## config.mk

```make
export PLATFORM = sky130hd
export DESIGN_NAME = adc_sequencer_control
export DESIGN_NICKNAME = d
export VERILOG_FILES = /design/src/conv_clock_gen.v /design/src/adc_sequencer_control.v
export VERILOG_INCLUDE_DIRS = /design/src
export SDC_FILE = /design/constraint.sdc
export NUM_CORES = 1
export LEC_CHECK = 0
export BUFFER_PORTS_ARGS = -buffer_cell sky130_fd_sc_hd__buf_4
export CORE_AREA = 2 2 102 114
export CTS_BUF_LIST = sky130_fd_sc_hd__clkbuf_8
export CTS_CLUSTER_SIZE = 40
export DETAILED_ROUTE_END_ITERATION = 7
export DIE_AREA = 0 0 104 116
export HOLD_SLACK_MARGIN = 0.08
export PLACE_DENSITY = 0.88
export SETUP_SLACK_MARGIN = 0.5
export SLEW_MARGIN = 10
export SYNTH_ARGS = -nofsm -noshare
export SYNTH_HDL_FRONTEND = slang
export SYNTH_SLANG_ARGS = --single-unit
```

## constraint.sdc

```tcl
create_clock -name core_clk -period 2.74 [get_ports core_clk]
set_input_delay 0.548 -clock core_clk [delete_from_list [all_inputs] [get_ports core_clk]]
set_output_delay 0.548 -clock core_clk [all_outputs]
set_load 0.01 [all_outputs]
```

## src/adc_seq_consts.vh

```
// Offsets, field positions, reset values and timing counts of the converter sequencer
// What this block does
// Convert selected input to ten-bit unsigned code
// Sleep conversions need private RC clock
// Seven pin bits select analog; bit 7 zero
// Analog pin disables its digital input buffer
// Channel code 000-110 routes channels 0-6
// Halve bit doubles divided clock, not RC
// Completion loads result, clears start, sets flag
// Format bit picks right or left justification
// Reference field selects four reference pairings
// Reference pins analog before external references
// Configure everything and power on first
// Wait acquisition time after channel change
// Start by writing start bit while powered
// Poll start bit or await interrupt
// Interrupt needs flag and three enables set
// Two conversion periods hold off next acquisition
// Analog pins set as inputs by software
// Clock select: divide 2/8/32 or RC
// Conversion takes ten conversion-clock periods
// Clearing start aborts; result kept; auto reacquire
// Power off idles converter, ignores starts
`ifndef ADC_SEQ_CONSTS_VH
`define ADC_SEQ_CONSTS_VH

// ----------------------------------------------------------------
// Register indexes (byte address is four times the index)
// ----------------------------------------------------------------
`define ADC_IDX_PIN_SELECT 8'h9B
`define ADC_IDX_CONTROL_B 8'h9F
`define ADC_IDX_CONTROL_A 8'h9C
`define ADC_IDX_RESULT_HIGH 8'h9D
`define ADC_IDX_RESULT_LOW 8'h9E
`define ADC_IDX_IRQ_CONTROL 8'h9A

// ----------------------------------------------------------------
// Field positions
// ----------------------------------------------------------------
`define ADC_A_POWER 0
`define ADC_A_START 2
`define ADC_A_CHAN_LSB 3
`define ADC_A_CLKSEL_LSB 6
`define ADC_B_REF_LSB 4
`define ADC_B_HALVE 6
`define ADC_B_FORMAT 7
`define ADC_IRQ_FLAG 0
`define ADC_IRQ_ENABLE 1
`define ADC_IRQ_PERIPH 2
`define ADC_IRQ_GLOBAL 3

// ----------------------------------------------------------------
// Reset values and encodings
// ----------------------------------------------------------------
`define ADC_PIN_SELECT_RESET 7'h7F
`define ADC_CLKSEL_RC 2'h3
`define ADC_RESP_OKAY 2'h0
`define ADC_RESP_SLVERR 2'h2

// ----------------------------------------------------------------
// Timing counts, in conversion-clock periods or system clocks
// ----------------------------------------------------------------
`define ADC_DIV_BASE 7'h02
`define ADC_HOLDOFF_TADS 2'h2
`define ADC_RESULT_BITS 10

`endif

```

## src/conv_clock_gen.v

```verilog
// Conversion clock period tick generator: divided system clock or private RC clock
`include "adc_seq_consts.vh"
`default_nettype none

module conv_clock_gen (
    input wire core_clk,
    input wire rst_n,
    input wire run,
    input wire [1:0] clock_select,
    input wire clock_halve,
    input wire rc_osc_in,
    output reg tad_tick
);

    reg rc_meta;
    reg rc_sync2;
    reg rc_sync3;
    reg rc_level;
    reg [6:0] div_cnt;
    wire [3:0] div_shift;
    wire [6:0] div_last;
    wire rc_rise;

    // Divisor 2, 8 or 32, doubled when halving is on
    assign div_shift = {1'b0, clock_select, 1'b0} + {3'h0, clock_halve};
    assign div_last = (`ADC_DIV_BASE << div_shift) - 7'h01;
    // Accepted rising edge of the RC oscillator
    assign rc_rise = (rc_sync2 == rc_sync3) && rc_sync3 && !rc_level;

    // Synchroniser for the free-running RC oscillator
    always @(posedge core_clk or negedge rst_n) begin
        if (!rst_n) begin
            rc_meta <= 1'b0;
            rc_sync2 <= 1'b0;
            rc_sync3 <= 1'b0;
            rc_level <= 1'b0;
        end else begin
            rc_meta <= rc_osc_in;
            rc_sync2 <= rc_meta;
            rc_sync3 <= rc_sync2;
            if (rc_sync2 == rc_sync3) begin
                rc_level <= rc_sync3;
            end
        end
    end

    // One tick per conversion-clock period while running
    always @(posedge core_clk or negedge rst_n) begin
        if (!rst_n) begin
            div_cnt <= 7'h00;
            tad_tick <= 1'b0;
        end else if (!run) begin
            div_cnt <= 7'h00;
            tad_tick <= 1'b0;
        end else if (clock_select == `ADC_CLKSEL_RC) begin
            div_cnt <= 7'h00;
            tad_tick <= rc_rise;
        end else if (div_cnt >= div_last) begin
            div_cnt <= 7'h00;
            tad_tick <= 1'b1;
        end else begin
            div_cnt <= div_cnt + 7'h01;
            tad_tick <= 1'b0;
        end
    end

endmodule

`default_nettype wire

```

## src/adc_sequencer_control.v

```verilog
// Converter sequencer: register file over AXI4-Lite, sequencing, SAR and result justification
//
// Chosen here: register access over AXI4-Lite.
`include "adc_seq_consts.vh"
`default_nettype none

module adc_sequencer_control #(
    parameter ADDR_W = 10
) (
    input wire core_clk,
    input wire rst_n,
    // AXI4-Lite slave
    input wire [ADDR_W-1:0] s_axi_awaddr,
    input wire s_axi_awvalid,
    output wire s_axi_awready,
    input wire [31:0] s_axi_wdata,
    input wire [3:0] s_axi_wstrb,
    input wire s_axi_wvalid,
    output wire s_axi_wready,
    output reg [1:0] s_axi_bresp,
    output reg s_axi_bvalid,
    input wire s_axi_bready,
    input wire [ADDR_W-1:0] s_axi_araddr,
    input wire s_axi_arvalid,
    output wire s_axi_arready,
    output reg [31:0] s_axi_rdata,
    output reg [1:0] s_axi_rresp,
    output reg s_axi_rvalid,
    input wire s_axi_rready,
    // Analog core
    output reg [2:0] channel_select,
    output reg [1:0] reference_select,
    output reg [6:0] digital_input_disable,
    output reg sample_enable,
    output reg [9:0] dac_code,
    input wire comparator_above,
    input wire rc_osc_in,
    // Interrupt request
    output wire irq
);

    // ----------------------------------------------------------------
    // States and declarations
    // ----------------------------------------------------------------
    localparam [1:0] ST_OFF = 2'h0;
    localparam [1:0] ST_ACQ = 2'h1;
    localparam [1:0] ST_CONV = 2'h2;
    localparam [1:0] ST_HOLD = 2'h3;

    reg [1:0] state;
    reg [1:0] next_state;
    reg [6:0] pin_analog_bits;
    reg [1:0] conv_clock_select;
    reg converter_power;
    reg start_done;
    reg result_format;
    reg conv_clock_halve;
    reg [7:0] result_high_byte;
    reg [7:0] result_low_byte;
    reg conversion_complete_flag;
    reg conversion_complete_enable;
    reg peripheral_irq_enable;
    reg global_irq_enable;
    reg [9:0] sar_value;
    reg [9:0] sar_mask;
    reg [1:0] hold_cnt;
    reg aw_held;
    reg w_held;
    reg [7:0] aw_index;
    reg [7:0] w_data;
    reg w_lane0;
    wire tad_tick;
    wire run_clock;
    wire do_write;
    wire wr_lane;
    wire wr_a;
    wire next_power;
    wire conv_done;
    wire [9:0] decided;
    wire [7:0] ar_index;
    wire ar_mapped;
    wire aw_mapped;

    // Byte address to register index
    function [7:0] reg_index;
        input [ADDR_W-1:0] addr;
        begin
            reg_index = addr[9:2];
        end
    endfunction

    // Index hits one of the six registers
    function is_mapped;
        input [7:0] idx;
        begin
            is_mapped = (idx == `ADC_IDX_PIN_SELECT) || (idx == `ADC_IDX_CONTROL_B) ||
                (idx == `ADC_IDX_CONTROL_A) || (idx == `ADC_IDX_RESULT_HIGH) ||
                (idx == `ADC_IDX_RESULT_LOW) || (idx == `ADC_IDX_IRQ_CONTROL);
        end
    endfunction

    // ----------------------------------------------------------------
    // Conversion clock
    // ----------------------------------------------------------------
    assign run_clock = (state == ST_CONV) || (state == ST_HOLD);

    conv_clock_gen u_clock (
        .core_clk(core_clk),
        .rst_n(rst_n),
        .run(run_clock),
        .clock_select(conv_clock_select),
        .clock_halve(conv_clock_halve),
        .rc_osc_in(rc_osc_in),
        .tad_tick(tad_tick)
    );

    // ----------------------------------------------------------------
    // Bus write and read handshakes
    // ----------------------------------------------------------------
    assign s_axi_awready = !aw_held && !s_axi_bvalid;
    assign s_axi_wready = !w_held && !s_axi_bvalid;
    assign s_axi_arready = !s_axi_rvalid;
    assign do_write = aw_held && w_held && !s_axi_bvalid;
    assign aw_mapped = is_mapped(aw_index);
    assign wr_lane = do_write && w_lane0 && aw_mapped;
    assign wr_a = wr_lane && (aw_index == `ADC_IDX_CONTROL_A);
    assign next_power = wr_a ? w_data[`ADC_A_POWER] : converter_power;
    assign ar_index = reg_index(s_axi_araddr);
    assign ar_mapped = is_mapped(ar_index);

    // Address and data latches, write response
    always @(posedge core_clk or negedge rst_n) begin
        if (!rst_n) begin
            aw_held <= 1'b0;
            w_held <= 1'b0;
            aw_index <= 8'h00;
            w_data <= 8'h00;
            w_lane0 <= 1'b0;
            s_axi_bvalid <= 1'b0;
            s_axi_bresp <= `ADC_RESP_OKAY;
        end else begin
            if (s_axi_awvalid && s_axi_awready) begin
                aw_held <= 1'b1;
                aw_index <= reg_index(s_axi_awaddr);
            end
            if (s_axi_wvalid && s_axi_wready) begin
                w_held <= 1'b1;
                w_data <= s_axi_wdata[7:0];
                w_lane0 <= s_axi_wstrb[0];
            end
            if (do_write) begin
                aw_held <= 1'b0;
                w_held <= 1'b0;
                s_axi_bvalid <= 1'b1;
                s_axi_bresp <= aw_mapped ? `ADC_RESP_OKAY : `ADC_RESP_SLVERR;
            end else if (s_axi_bvalid && s_axi_bready) begin
                s_axi_bvalid <= 1'b0;
            end
        end
    end

    // Read data, unused bits read as zero
    always @(posedge core_clk or negedge rst_n) begin
        if (!rst_n) begin
            s_axi_rvalid <= 1'b0;
            s_axi_rdata <= 32'h00000000;
            s_axi_rresp <= `ADC_RESP_OKAY;
        end else if (s_axi_arvalid && s_axi_arready) begin
            s_axi_rvalid <= 1'b1;
            s_axi_rresp <= ar_mapped ? `ADC_RESP_OKAY : `ADC_RESP_SLVERR;
            case (ar_index)
                `ADC_IDX_PIN_SELECT: s_axi_rdata <= {25'h0, pin_analog_bits};
                `ADC_IDX_CONTROL_A: s_axi_rdata <= {24'h0, conv_clock_select, channel_select,
                    start_done, 1'b0, converter_power};
                `ADC_IDX_CONTROL_B: s_axi_rdata <= {24'h0, result_format, conv_clock_halve,
                    reference_select, 4'h0};
                `ADC_IDX_RESULT_HIGH: s_axi_rdata <= {24'h0, result_high_byte};
                `ADC_IDX_RESULT_LOW: s_axi_rdata <= {24'h0, result_low_byte};
                `ADC_IDX_IRQ_CONTROL: s_axi_rdata <= {28'h0, global_irq_enable,
                    peripheral_irq_enable, conversion_complete_enable,
                    conversion_complete_flag};
                default: s_axi_rdata <= 32'h00000000;
            endcase
        end else if (s_axi_rready) begin
            s_axi_rvalid <= 1'b0;
        end
    end

    // ----------------------------------------------------------------
    // Configuration registers
    // ----------------------------------------------------------------
    always @(posedge core_clk or negedge rst_n) begin
        if (!rst_n) begin
            pin_analog_bits <= `ADC_PIN_SELECT_RESET;
            digital_input_disable <= `ADC_PIN_SELECT_RESET;
            conv_clock_select <= 2'h0;
            channel_select <= 3'h0;
            converter_power <= 1'b0;
            result_format <= 1'b0;
            conv_clock_halve <= 1'b0;
            reference_select <= 2'h0;
            conversion_complete_enable <= 1'b0;
            peripheral_irq_enable <= 1'b0;
            global_irq_enable <= 1'b0;
        end else if (wr_lane) begin
            case (aw_index)
                `ADC_IDX_PIN_SELECT: begin
                    pin_analog_bits <= w_data[6:0];
                    digital_input_disable <= w_data[6:0];
                end
                `ADC_IDX_CONTROL_A: begin
                    conv_clock_select <= w_data[`ADC_A_CLKSEL_LSB+1:`ADC_A_CLKSEL_LSB];
                    channel_select <= w_data[`ADC_A_CHAN_LSB+2:`ADC_A_CHAN_LSB];
                    converter_power <= w_data[`ADC_A_POWER];
                end
                `ADC_IDX_CONTROL_B: begin
                    result_format <= w_data[`ADC_B_FORMAT];
                    conv_clock_halve <= w_data[`ADC_B_HALVE];
                    reference_select <= w_data[`ADC_B_REF_LSB+1:`ADC_B_REF_LSB];
                end
                `ADC_IDX_IRQ_CONTROL: begin
                    conversion_complete_enable <= w_data[`ADC_IRQ_ENABLE];
                    peripheral_irq_enable <= w_data[`ADC_IRQ_PERIPH];
                    global_irq_enable <= w_data[`ADC_IRQ_GLOBAL];
                end
                default: begin
                    pin_analog_bits <= pin_analog_bits;
                end
            endcase
        end
    end

    // ----------------------------------------------------------------
    // Sequencer
    // ----------------------------------------------------------------
    assign conv_done = (state == ST_CONV) && start_done && tad_tick && sar_mask[0];
    assign decided = comparator_above ? (sar_value | sar_mask) : sar_value;

    // Next state of the sequencer
    always @* begin
        next_state = state;
        if (!converter_power) begin
            next_state = ST_OFF;
        end else begin
            case (state)
                ST_OFF: next_state = ST_ACQ;
                ST_ACQ: begin
                    if (start_done) begin
                        next_state = ST_CONV;
                    end
                end
                ST_CONV: begin
                    if (!start_done || conv_done) begin
                        next_state = ST_HOLD;
                    end
                end
                ST_HOLD: begin
                    if (tad_tick && (hold_cnt == `ADC_HOLDOFF_TADS - 2'h1)) begin
                        next_state = ST_ACQ;
                    end
                end
                default: next_state = ST_OFF;
            endcase
        end
    end

    // State, start bit, successive approximation and holdoff count
    always @(posedge core_clk or negedge rst_n) begin
        if (!rst_n) begin
            state <= ST_OFF;
            start_done <= 1'b0;
            sample_enable <= 1'b0;
            sar_value <= 10'h000;
            sar_mask <= 10'h200;
            dac_code <= 10'h000;
            hold_cnt <= 2'h0;
        end else begin
            state <= next_state;
            sample_enable <= (next_state == ST_ACQ);
            if (!next_power) begin
                start_done <= 1'b0;
            end else if (wr_a && w_data[`ADC_A_START]) begin
                start_done <= 1'b1;
            end else if (conv_done) begin
                start_done <= 1'b0;
            end else if (wr_a) begin
                start_done <= 1'b0;
            end
            if (state != ST_CONV) begin
                sar_value <= 10'h000;
                sar_mask <= 10'h200;
                dac_code <= 10'h200;
            end else if (tad_tick) begin
                sar_value <= decided;
                sar_mask <= sar_mask >> 1;
                dac_code <= decided | (sar_mask >> 1);
            end
            if (state != ST_HOLD) begin
                hold_cnt <= 2'h0;
            end else if (tad_tick) begin
                hold_cnt <= hold_cnt + 2'h1;
            end
        end
    end

    // ----------------------------------------------------------------
    // Result pair and completion flag
    // ----------------------------------------------------------------
    always @(posedge core_clk or negedge rst_n) begin
        if (!rst_n) begin
            result_high_byte <= 8'h00;
            result_low_byte <= 8'h00;
            conversion_complete_flag <= 1'b0;
        end else begin
            if (conv_done) begin
                if (result_format) begin
                    result_high_byte <= {6'h00, decided[9:8]};
                    result_low_byte <= decided[7:0];
                end else begin
                    result_high_byte <= decided[9:2];
                    result_low_byte <= {decided[1:0], 6'h00};
                end
            end else if (wr_lane && (aw_index == `ADC_IDX_RESULT_HIGH)) begin
                result_high_byte <= w_data;
            end else if (wr_lane && (aw_index == `ADC_IDX_RESULT_LOW)) begin
                result_low_byte <= w_data;
            end
            // Completion wins over a software clear in the same cycle
            if (conv_done) begin
                conversion_complete_flag <= 1'b1;
            end else if (wr_lane && (aw_index == `ADC_IDX_IRQ_CONTROL)) begin
                conversion_complete_flag <= w_data[`ADC_IRQ_FLAG];
            end
        end
    end

    // Interrupt only with flag and all three enables
    assign irq = conversion_complete_flag && conversion_complete_enable &&
        peripheral_irq_enable && global_irq_enable;

endmodule

`default_nettype wire

```

==> summary.md, run 1 <==
| Metric | Value |
|---|---|
| Outcome | `finished, final reports clean` |
| Die H | `116 um` |
| Syn Std Cell Area | `5570 um^2` |
| Slew @ Worst Pin | `0.734 ns` |
| Leakage power | `3.23 nW` |
| Clock-pin slew on the worst setup and hold paths | `0.07 ns` |
| Clk_lat worst skew | `0.44 ns` |
| Final Skew | `0.00946 ns` |
| Core area | `10800 um^2` |
| Number of max-cap violations | `0` |
| Synth Instances | `500` |
| Yosys reg bits | `116` |
| Setup TNS | `0 ns` |
| Period utilisation layout | `78.1%` |
| Pwr Total | `4.39 mW` |
| CTS Sinks | `116` |
| WP buf/inv | `0` |
| Largest net degree at the start of global routing | `56` |
| Dominant synthesized flop cell | `dfrtp_1` |
| Die width | `104 um` |
| Slowest-stage cell, CP | `nor4_4` |
| Fmax achieved | `0.467 GHz` |
| Seq/Total Area, Yosys | `52.3%` |
| Dpl cells | `701` |
| Max Slew Vio Count | `0` |
| Worst Setup End Kind | `register` |
| Non-Filler Instances | `733` |
| Syn_area_per_cell | `11.1 um^2` |
| Initial Utilization | `51.5%` |
| First-pass DRT Iterations | `5` |
| Crit start category | `register` |
| GRT overflow | `0` |
| I/O Pins | `130` |
| Row cnt | `40` |
| Final Hold Fails | `0` |
| TritonCTS clock tree | `done` |
| Required time of the critical path | `3.11 ns` |
| Synth async-reset ratio | `100%` |
| Postcts setup bufs | `0` |
| Area delta synth->final | `17.6%` |
| Top delay family on crit path | `simple AND/OR/NAND/NOR gates` |
| First-pass GRT wire length | `20300 um` |
| Vias | `4125` |
| Post-synth EDFFs | `0` |
| Critical Path AT | `2.51 ns` |
| Maximum VDD drop | `0.465 mV` |
| Most common cell after layout, fill and taps aside | `dfrtp_1` |
| Maximum clock insertion buffer count | `2` |
| Nets | `647` |
| CP peak stage delay | `0.64 ns` |
| Worst R2R Setup Slack | `0.60 ns` |
| Reg-to-Reg Start | `aw_index[5]` |
| CTS root buf | `clkbuf_8` |
| Post-route DRC | `0` |
| Tmin final | `2.14 ns` |
| Number of diodes | `0` |
| Worst r2r dst | `pin_analog_bits[5]` |
| Most frequent cells in the layout | `dfrtp_1 (108), buf_4 (79), nor2_1 (55), mux2_2 (43), a21oi_1 (34)` |
| Filler Cell Count | `844` |
| Cell Chain, Critical Path | `or4b_4 > nor4_4 > mux2_2` |
| DRT iter0 DRCs | `318` |
| Synthesis Warnings | `0` |
| DRT antenna net count | `0` |
| Power per cell area | `671 nW/um^2` |
| DR WL/cell | `17.0 um` |
| Worst Hold Class | `primary input to async pin` |
| CTS Buf Count | `17` |
| Final setup viols | `0` |
| Die area | `12100 um^2` |
| Register Area | `2910 um^2` |
| HPWL Detailed | `8580 um` |
| Gr usage total | `21.7%` |
| Slew HR | `51.1%` |
| WS Path Type | `register to register` |
| FF-to-FF path depth | `3` |
| Max Fanout on Critical Path | `7` |
| Synth cell types | `45` |
| Layout cells sized above 1 | `29.0%` |
| Multi-input logic area | `2410 um^2` |
| RSZ-0062 raised after global routing | `false` |
| Vias/cell | `5.63` |
| Number of antenna violations at the first check in global routing | `0` |
| Htree depth | `4` |
| Port Buffer Count | `72` |
| GP Congestion | `0.871` |
| Total wire length | `12500 um` |
| Vias in the first global route | `4149` |
| Hold-fix buffers at CTS | `0` |
| Worst path depth | `3` |
==> power by group <==
part | switching (mW) | internal [mW]
Combinational | 0.311 | 0.347
Sequential | 0.270 | 1.92
Clock | 0.683 | 0.862
Total | 1.26 | 3.13
==> flip-flops by register name, summed over array words and instances (netlist names), 2 cells and up <==
signal / flops
u_clock.div_cnt: 7
aw_index: 8
pin_analog_bits: 7
sar_value: 10
hold_cnt: 2
result_low_byte: 8
conv_clock_select: 2
state: 2
dac_code: 10
s_axi_rdata: 8
sar_mask: 10
channel_select: 3
w_data: 8
result_high_byte: 8
reference_select: 2
==> layout make-up <==
cell class                 instances  share of cell area, %
sequential                       116                   44.5
multi-input combinational        347                   36.8
timing repair buffer              80                   9.37
clock buffer                      20                   4.20
tap                              147                   2.81
clock inverter                    12                   1.74
inverter                          11                  0.631
==> routing by layer <==
metal | vias to the layer above | global-route usage (%) | wire length [um]
li1 | 1888 | - | -
met1 | 2037 | 26.4 | 5080
met2 | 166 | 36.2 | 6340
met3 | 34 | 5.62 | 677
met4 | 0 | 11.2 | 355
met5 | - | 0 | 0
==> synth_stat cells (9+ instances only) <==
library cell,n,area share (%)
nand2_1,26,1.8
a21o_1,10,1.3
dfrtp_1,108,49
o21ai_0,24,2.2
nor2_1,55,3.7
inv_1,11,0.74
a31oi_1,12,1.3
ha_1,9,2.0
mux2_2,43,8.7
a21oi_1,34,3.1
clkbuf_1,20,1.3
mux2i_1,32,5.8
buf_4,26,3.5
==> what timing repair did <==
action / CTS / global route
setup endpoints to repair: 5 / 0
endpoints found under the hold margin: 0 / 0
gates resized for setup: 1 / 0
==> stage by stage <==
step | setup WS (ns) | util, % | instance area [um^2] | hold slack (ns)
after CTS | 0.610 | 60.6 | 6550 | 0.179
after floorplan | 0.738 | - | 5660 | 0.252
after detailed placement | 0.515 | 56.9 | 6150 | 0.367
final | 0.599 | 60.6 | 6550 | 0.160
after global placement | 0.549 | 56.9 | 6150 | 0.338
after global routing | 0.510 | 60.6 | 6550 | 0.193
==> how the worst max path moves through the flow <==
stage | from | end | slack (ns)
6_report | aw_index[5] | pin_analog_bits[5] | 0.60
3_5_place_dp | aw_index[5] | result_low_byte[4] | 0.52
5_1_grt | aw_index[5] | start_done | 0.51
3_3_place_gp | aw_index[5] | result_low_byte[6] | 0.55
2_1_floorplan | s_axi_bvalid | conv_clock_halve | 0.74
4_1_cts | aw_index[5] | pin_analog_bits[5] | 0.61
==> cells by family (layout without fill, tap and decap cells) <==
family	Yosys count	after routing	synth area share, %
compound gates	104	104	11.6
xor+xnor	6	6	0.944
fa+ha+maj	9	9	2.02
buf+inv	62	123	6.20
flops	116	116	52.3
mux	80	80	15.9
other cells	1	26	0.0674
simple gates	122	122	10.9
Power figures use the tool's default switching activity.
==> run 2, diff against run 1 <==
Settings changed: ABC_AREA set to 1, CORE_AREA 2 2 102 114 to 2 2 103 115, DIE_AREA 0 0 104 116 to 0 0 105 117.
Clock period 2.74 ns to 2.1 ns, I/O delays scaled along.
==> run 2 against run 1 <==
Global-route usage is 0.55 points higher. Sequential share of layout area down 3.6 points. Highest routed layer unchanged. Largest power group unchanged. Setup slack got worse by 0.24 ns. Worst hold slack improved by 0.0091 ns.
==> summary.md, run 2 <==
| Metric | Value |
|---|---|
| Largest regs | `dac_code x10, sar_mask x10, sar_value x10 (unchanged)` |
| First-pass GRT wire length | `21400 um (was 20300 um)` |
| Number of antenna violations at the first check in global routing | `0 (unchanged)` |
| Final Skew | `0.0138 ns (was 0.00946 ns)` |
| WS Path Type | `register to register (unchanged)` |
| Tmin final | `1.74 ns (was 2.14 ns)` |
| Critical Path Most Common Cell | `nand2_2` |
| Yosys reg bits | `116 (unchanged)` |
| Layout cells sized above 1 | `27.0% (was 29.0%)` |
| Crit start category | `register (unchanged)` |
| Outcome | `finished, final reports clean (unchanged)` |
| Area delta synth->final | `26.8% (was 17.6%)` |
| I/O Pins | `130 (unchanged)` |
| Power per cell area | `838 nW/um^2 (was 671 nW/um^2)` |
| Period utilisation layout | `83.0% (was 78.1%)` |
| Count leader, synth | `nand2_1 (was dfrtp_1)` |
| Most common cell after layout, fill and taps aside | `nand2_1 (was dfrtp_1)` |
| Sw Share | `29.8% (was 28.8%)` |
| Maximum VDD drop | `0.484 mV (was 0.465 mV)` |
| DRT iter0 DRCs | `557 (was 318)` |
| Top post-synthesis cells by area | `dfrtp_1 (48%), nand2_1 (12%), nand3_1 (5.0%) (was dfrtp_1 (49%), mux2_2 (8.7%), mux2i_1 (5.8%))` |
| Slew @ Worst Pin | `0.570 ns (was 0.734 ns)` |
| Syn_area_per_cell | `8.49 um^2 (was 11.1 um^2)` |
| CTS Sinks | `116 (unchanged)` |
| Slowest-stage cell, CP | `dfrtp_2 (was nor4_4)` |
| Clock Power Share | `38.1% (was 35.2%)` |
| Die width | `105 um (was 104 um)` |
| Synth cell types | `36 (was 45)` |
| Design internal power | `4.19 mW (was 3.13 mW)` |
| Setup TNS | `0 ns (unchanged)` |
| GRT overflow | `0 (unchanged)` |
| Clk_lat worst skew | `0.44 ns (about the same)` |
| Port Buffer Count | `72 (unchanged)` |
| P_sw | `1.78 mW (was 1.26 mW)` |
| Post-route DRC | `0 (unchanged)` |
| CTS Buf Count | `17 (unchanged)` |
| Worst Setup End Kind | `register (unchanged)` |
| Most common library cells after synthesis | `nand2_1 (175), dfrtp_1 (108), inv_1 (57) (was dfrtp_1 (108), nor2_1 (55), mux2_2 (43))` |
| Gate power share | `18.2% (was 15.0%)` |
| Number of diodes | `0 (unchanged)` |
| Maximum clock insertion buffer count | `2 (unchanged)` |
| First-pass DRT Iterations | `6 (was 5)` |
| HPWL Detailed | `9300 um (was 8580 um)` |
| CP peak stage delay | `0.44 ns (was 0.64 ns)` |
| DRT antenna net count | `0 (unchanged)` |
| Vias | `5064 (was 4125)` |
| Slew HR | `61.9% (was 51.1%)` |
| Critical Path AT | `2.07 ns (was 2.51 ns)` |
| Register share of total power | `43.8% (was 49.9%)` |
| CTS root buf | `clkbuf_8 (unchanged)` |
| Synth Instances | `662 (was 500)` |
| Die area | `12300 um^2 (was 12100 um^2)` |
| Clock-pin slew on the worst setup and hold paths | `0.08 ns (was 0.07 ns)` |
| Seq/Total Area, Yosys | `51.8% (was 52.3%)` |
| Largest net degree at the start of global routing | `38 (was 56)` |
| Top cell type's share of synthesized area | `48.1% (was 48.6%)` |
| TritonCTS clock tree | `done (unchanged)` |
| Leakage power | `3.46 nW (was 3.23 nW)` |
| Die H | `117 um (was 116 um)` |
| Required time of the critical path | `2.43 ns (was 3.11 ns)` |
| Total wire length | `14500 um (was 12500 um)` |
| Number of max-cap violations | `0 (unchanged)` |
| Final Hold Fails | `0 (unchanged)` |
| Htree depth | `4 (unchanged)` |
| Initial Utilization | `50.3% (was 51.5%)` |
| Fmax achieved | `0.574 GHz (was 0.467 GHz)` |
| DR WL/cell | `15.6 um (was 17.0 um)` |
| Max Fanout on Critical Path | `7 (unchanged)` |
| Post-synth EDFFs | `0 (unchanged)` |
| Cell Chain, Critical Path | `a21oi_1 > ha_1 > a21oi_2 > nor2_4 > a211oi_2 > buf_4 > nand2_8 > nand2_2 > nand2_2 (was or4b_4 > nor4_4 > mux2_2)` |
| Vias in the first global route | `4632 (was 4149)` |
| Dominant cell type by area after synthesis | `dfrtp_1 (unchanged)` |
| Worst Hold Class | `primary input to register (was primary input to async pin)` |
| Core area | `11200 um^2 (was 10800 um^2)` |
| Max Slew Vio Count | `0 (unchanged)` |
| RSZ-0062 raised after global routing | `true (was false)` |
| Synth async-reset ratio | `100% (unchanged)` |
| Gr usage total | `22.2% (was 21.7%)` |
| Vias/cell | `5.46 (was 5.63)` |
| Row cnt | `41 (was 40)` |
| Final Hold Slack | `0.169 ns (was 0.160 ns)` |
| Synthesis Warnings | `0 (unchanged)` |
| Final setup viols | `0 (unchanged)` |
| Syn Std Cell Area | `5620 um^2 (was 5570 um^2)` |
| GP Congestion | `0.918 (was 0.871)` |
| Most frequent cells in the layout | `nand2_1 (164), dfrtp_1 (105), buf_4 (98), inv_1 (55), nand3_1 (54) (was dfrtp_1 (108), buf_4 (79), nor2_1 (55), mux2_2 (43), a21oi_1 (34))` |
| Nets | `838 (was 647)` |
| Dominant synthesized flop cell | `dfrtp_1 (unchanged)` |
## run 2: critical path, delay by kind of cell (launching register included)
kind | cells | cell delay [ns]
flops | 1 | 0.44
simple gates | 4 | 0.26
compound gates | 3 | 0.52
fa+ha+maj | 1 | 0.21
buf+inv | 1 | 0.19
## run 2: worst paths after layout
path | startpoint | to | slack [ns] | depth (start not counted)
max | conv_clock_select[0] | u_clock.tad_tick | 0.36 | 9
min | s_axi_bready | s_axi_bvalid | 0.17 | 2
max reg2reg | conv_clock_select[0] | u_clock.tad_tick | 0.36 | 9
min reg2reg | u_clock.rc_meta | u_clock.rc_sync2 | 0.35 | 0
max in group asynchronous | rst_n | pin_analog_bits[6] | 0.94 | 3
min in group asynchronous | rst_n | aw_index[4] | 0.49 | 2
## run 2: per-stage QoR
stage	total power [mW]	setup slack, ns	instances	util [%]	instance area [um^2]
floorplan	3.20	0.512	687	-	5720
global placement	3.49	0.352	875	56.0	6260
detailed placement	3.55	0.323	875	56.0	6260
CTS	5.84	0.441	917	61.2	6850
global route	6.21	0.263	927	63.8	7130
finish	5.97	0.357	927	63.8	7130
## run 2: layout make-up
cell class	instances	area (um^2)
fill	836	4050
clock buffer	19	262
timing repair buffer	103	807
inverter	61	239
sequential	116	2920
clock inverter	13	181
multi-input combinational	465	2540
tap	150	188
## run 2: repair_timing
| item | 4_1_cts | 5_1_grt |
|---|---|---|
| pin swaps | 3 | 18 |
| gates cloned | 0 | 1 |
| endpoints found under the hold margin | 33 | 0 |
| setup buffers | 8 | 9 |
| hold buffers | 2 | 0 |
| endpoints found under the setup margin | 38 | 59 |
| gates resized for setup | 17 | 53 |
## run 2: metal layers
layer	GRT usage [%]	vias up	share of wire [%]
met3	5.26	53	8.1
met4	13.1	0	3.9
met1	27.4	2363	39
li1	-	2344	-
met2	36.2	304	49
met5	0	-	0
## run 2: kinds of logic after synthesis
logic type	synth area share, %
and+or+nand+nor	24.4
adders and majority gates	2.00
muxes	0.801
xor gates and xnor gates	0.935
buffers and inverters	9.46
AOI/OAI and AO/OA	10.5
other	0.0667
DFF	51.8
## run 2: power by group through the flow
stage / Clock [mW] / Sequential (mW) / Combinational (mW)
6_report: 2.27 / 2.61 / 1.09
2_1_floorplan: 0 / 2.59 / 0.604
5_1_grt: 2.38 / 2.64 / 1.20
4_1_cts: 2.29 / 2.58 / 0.965
3_5_place_dp: 0 / 2.62 / 0.930
3_3_place_gp: 0 / 2.60 / 0.889
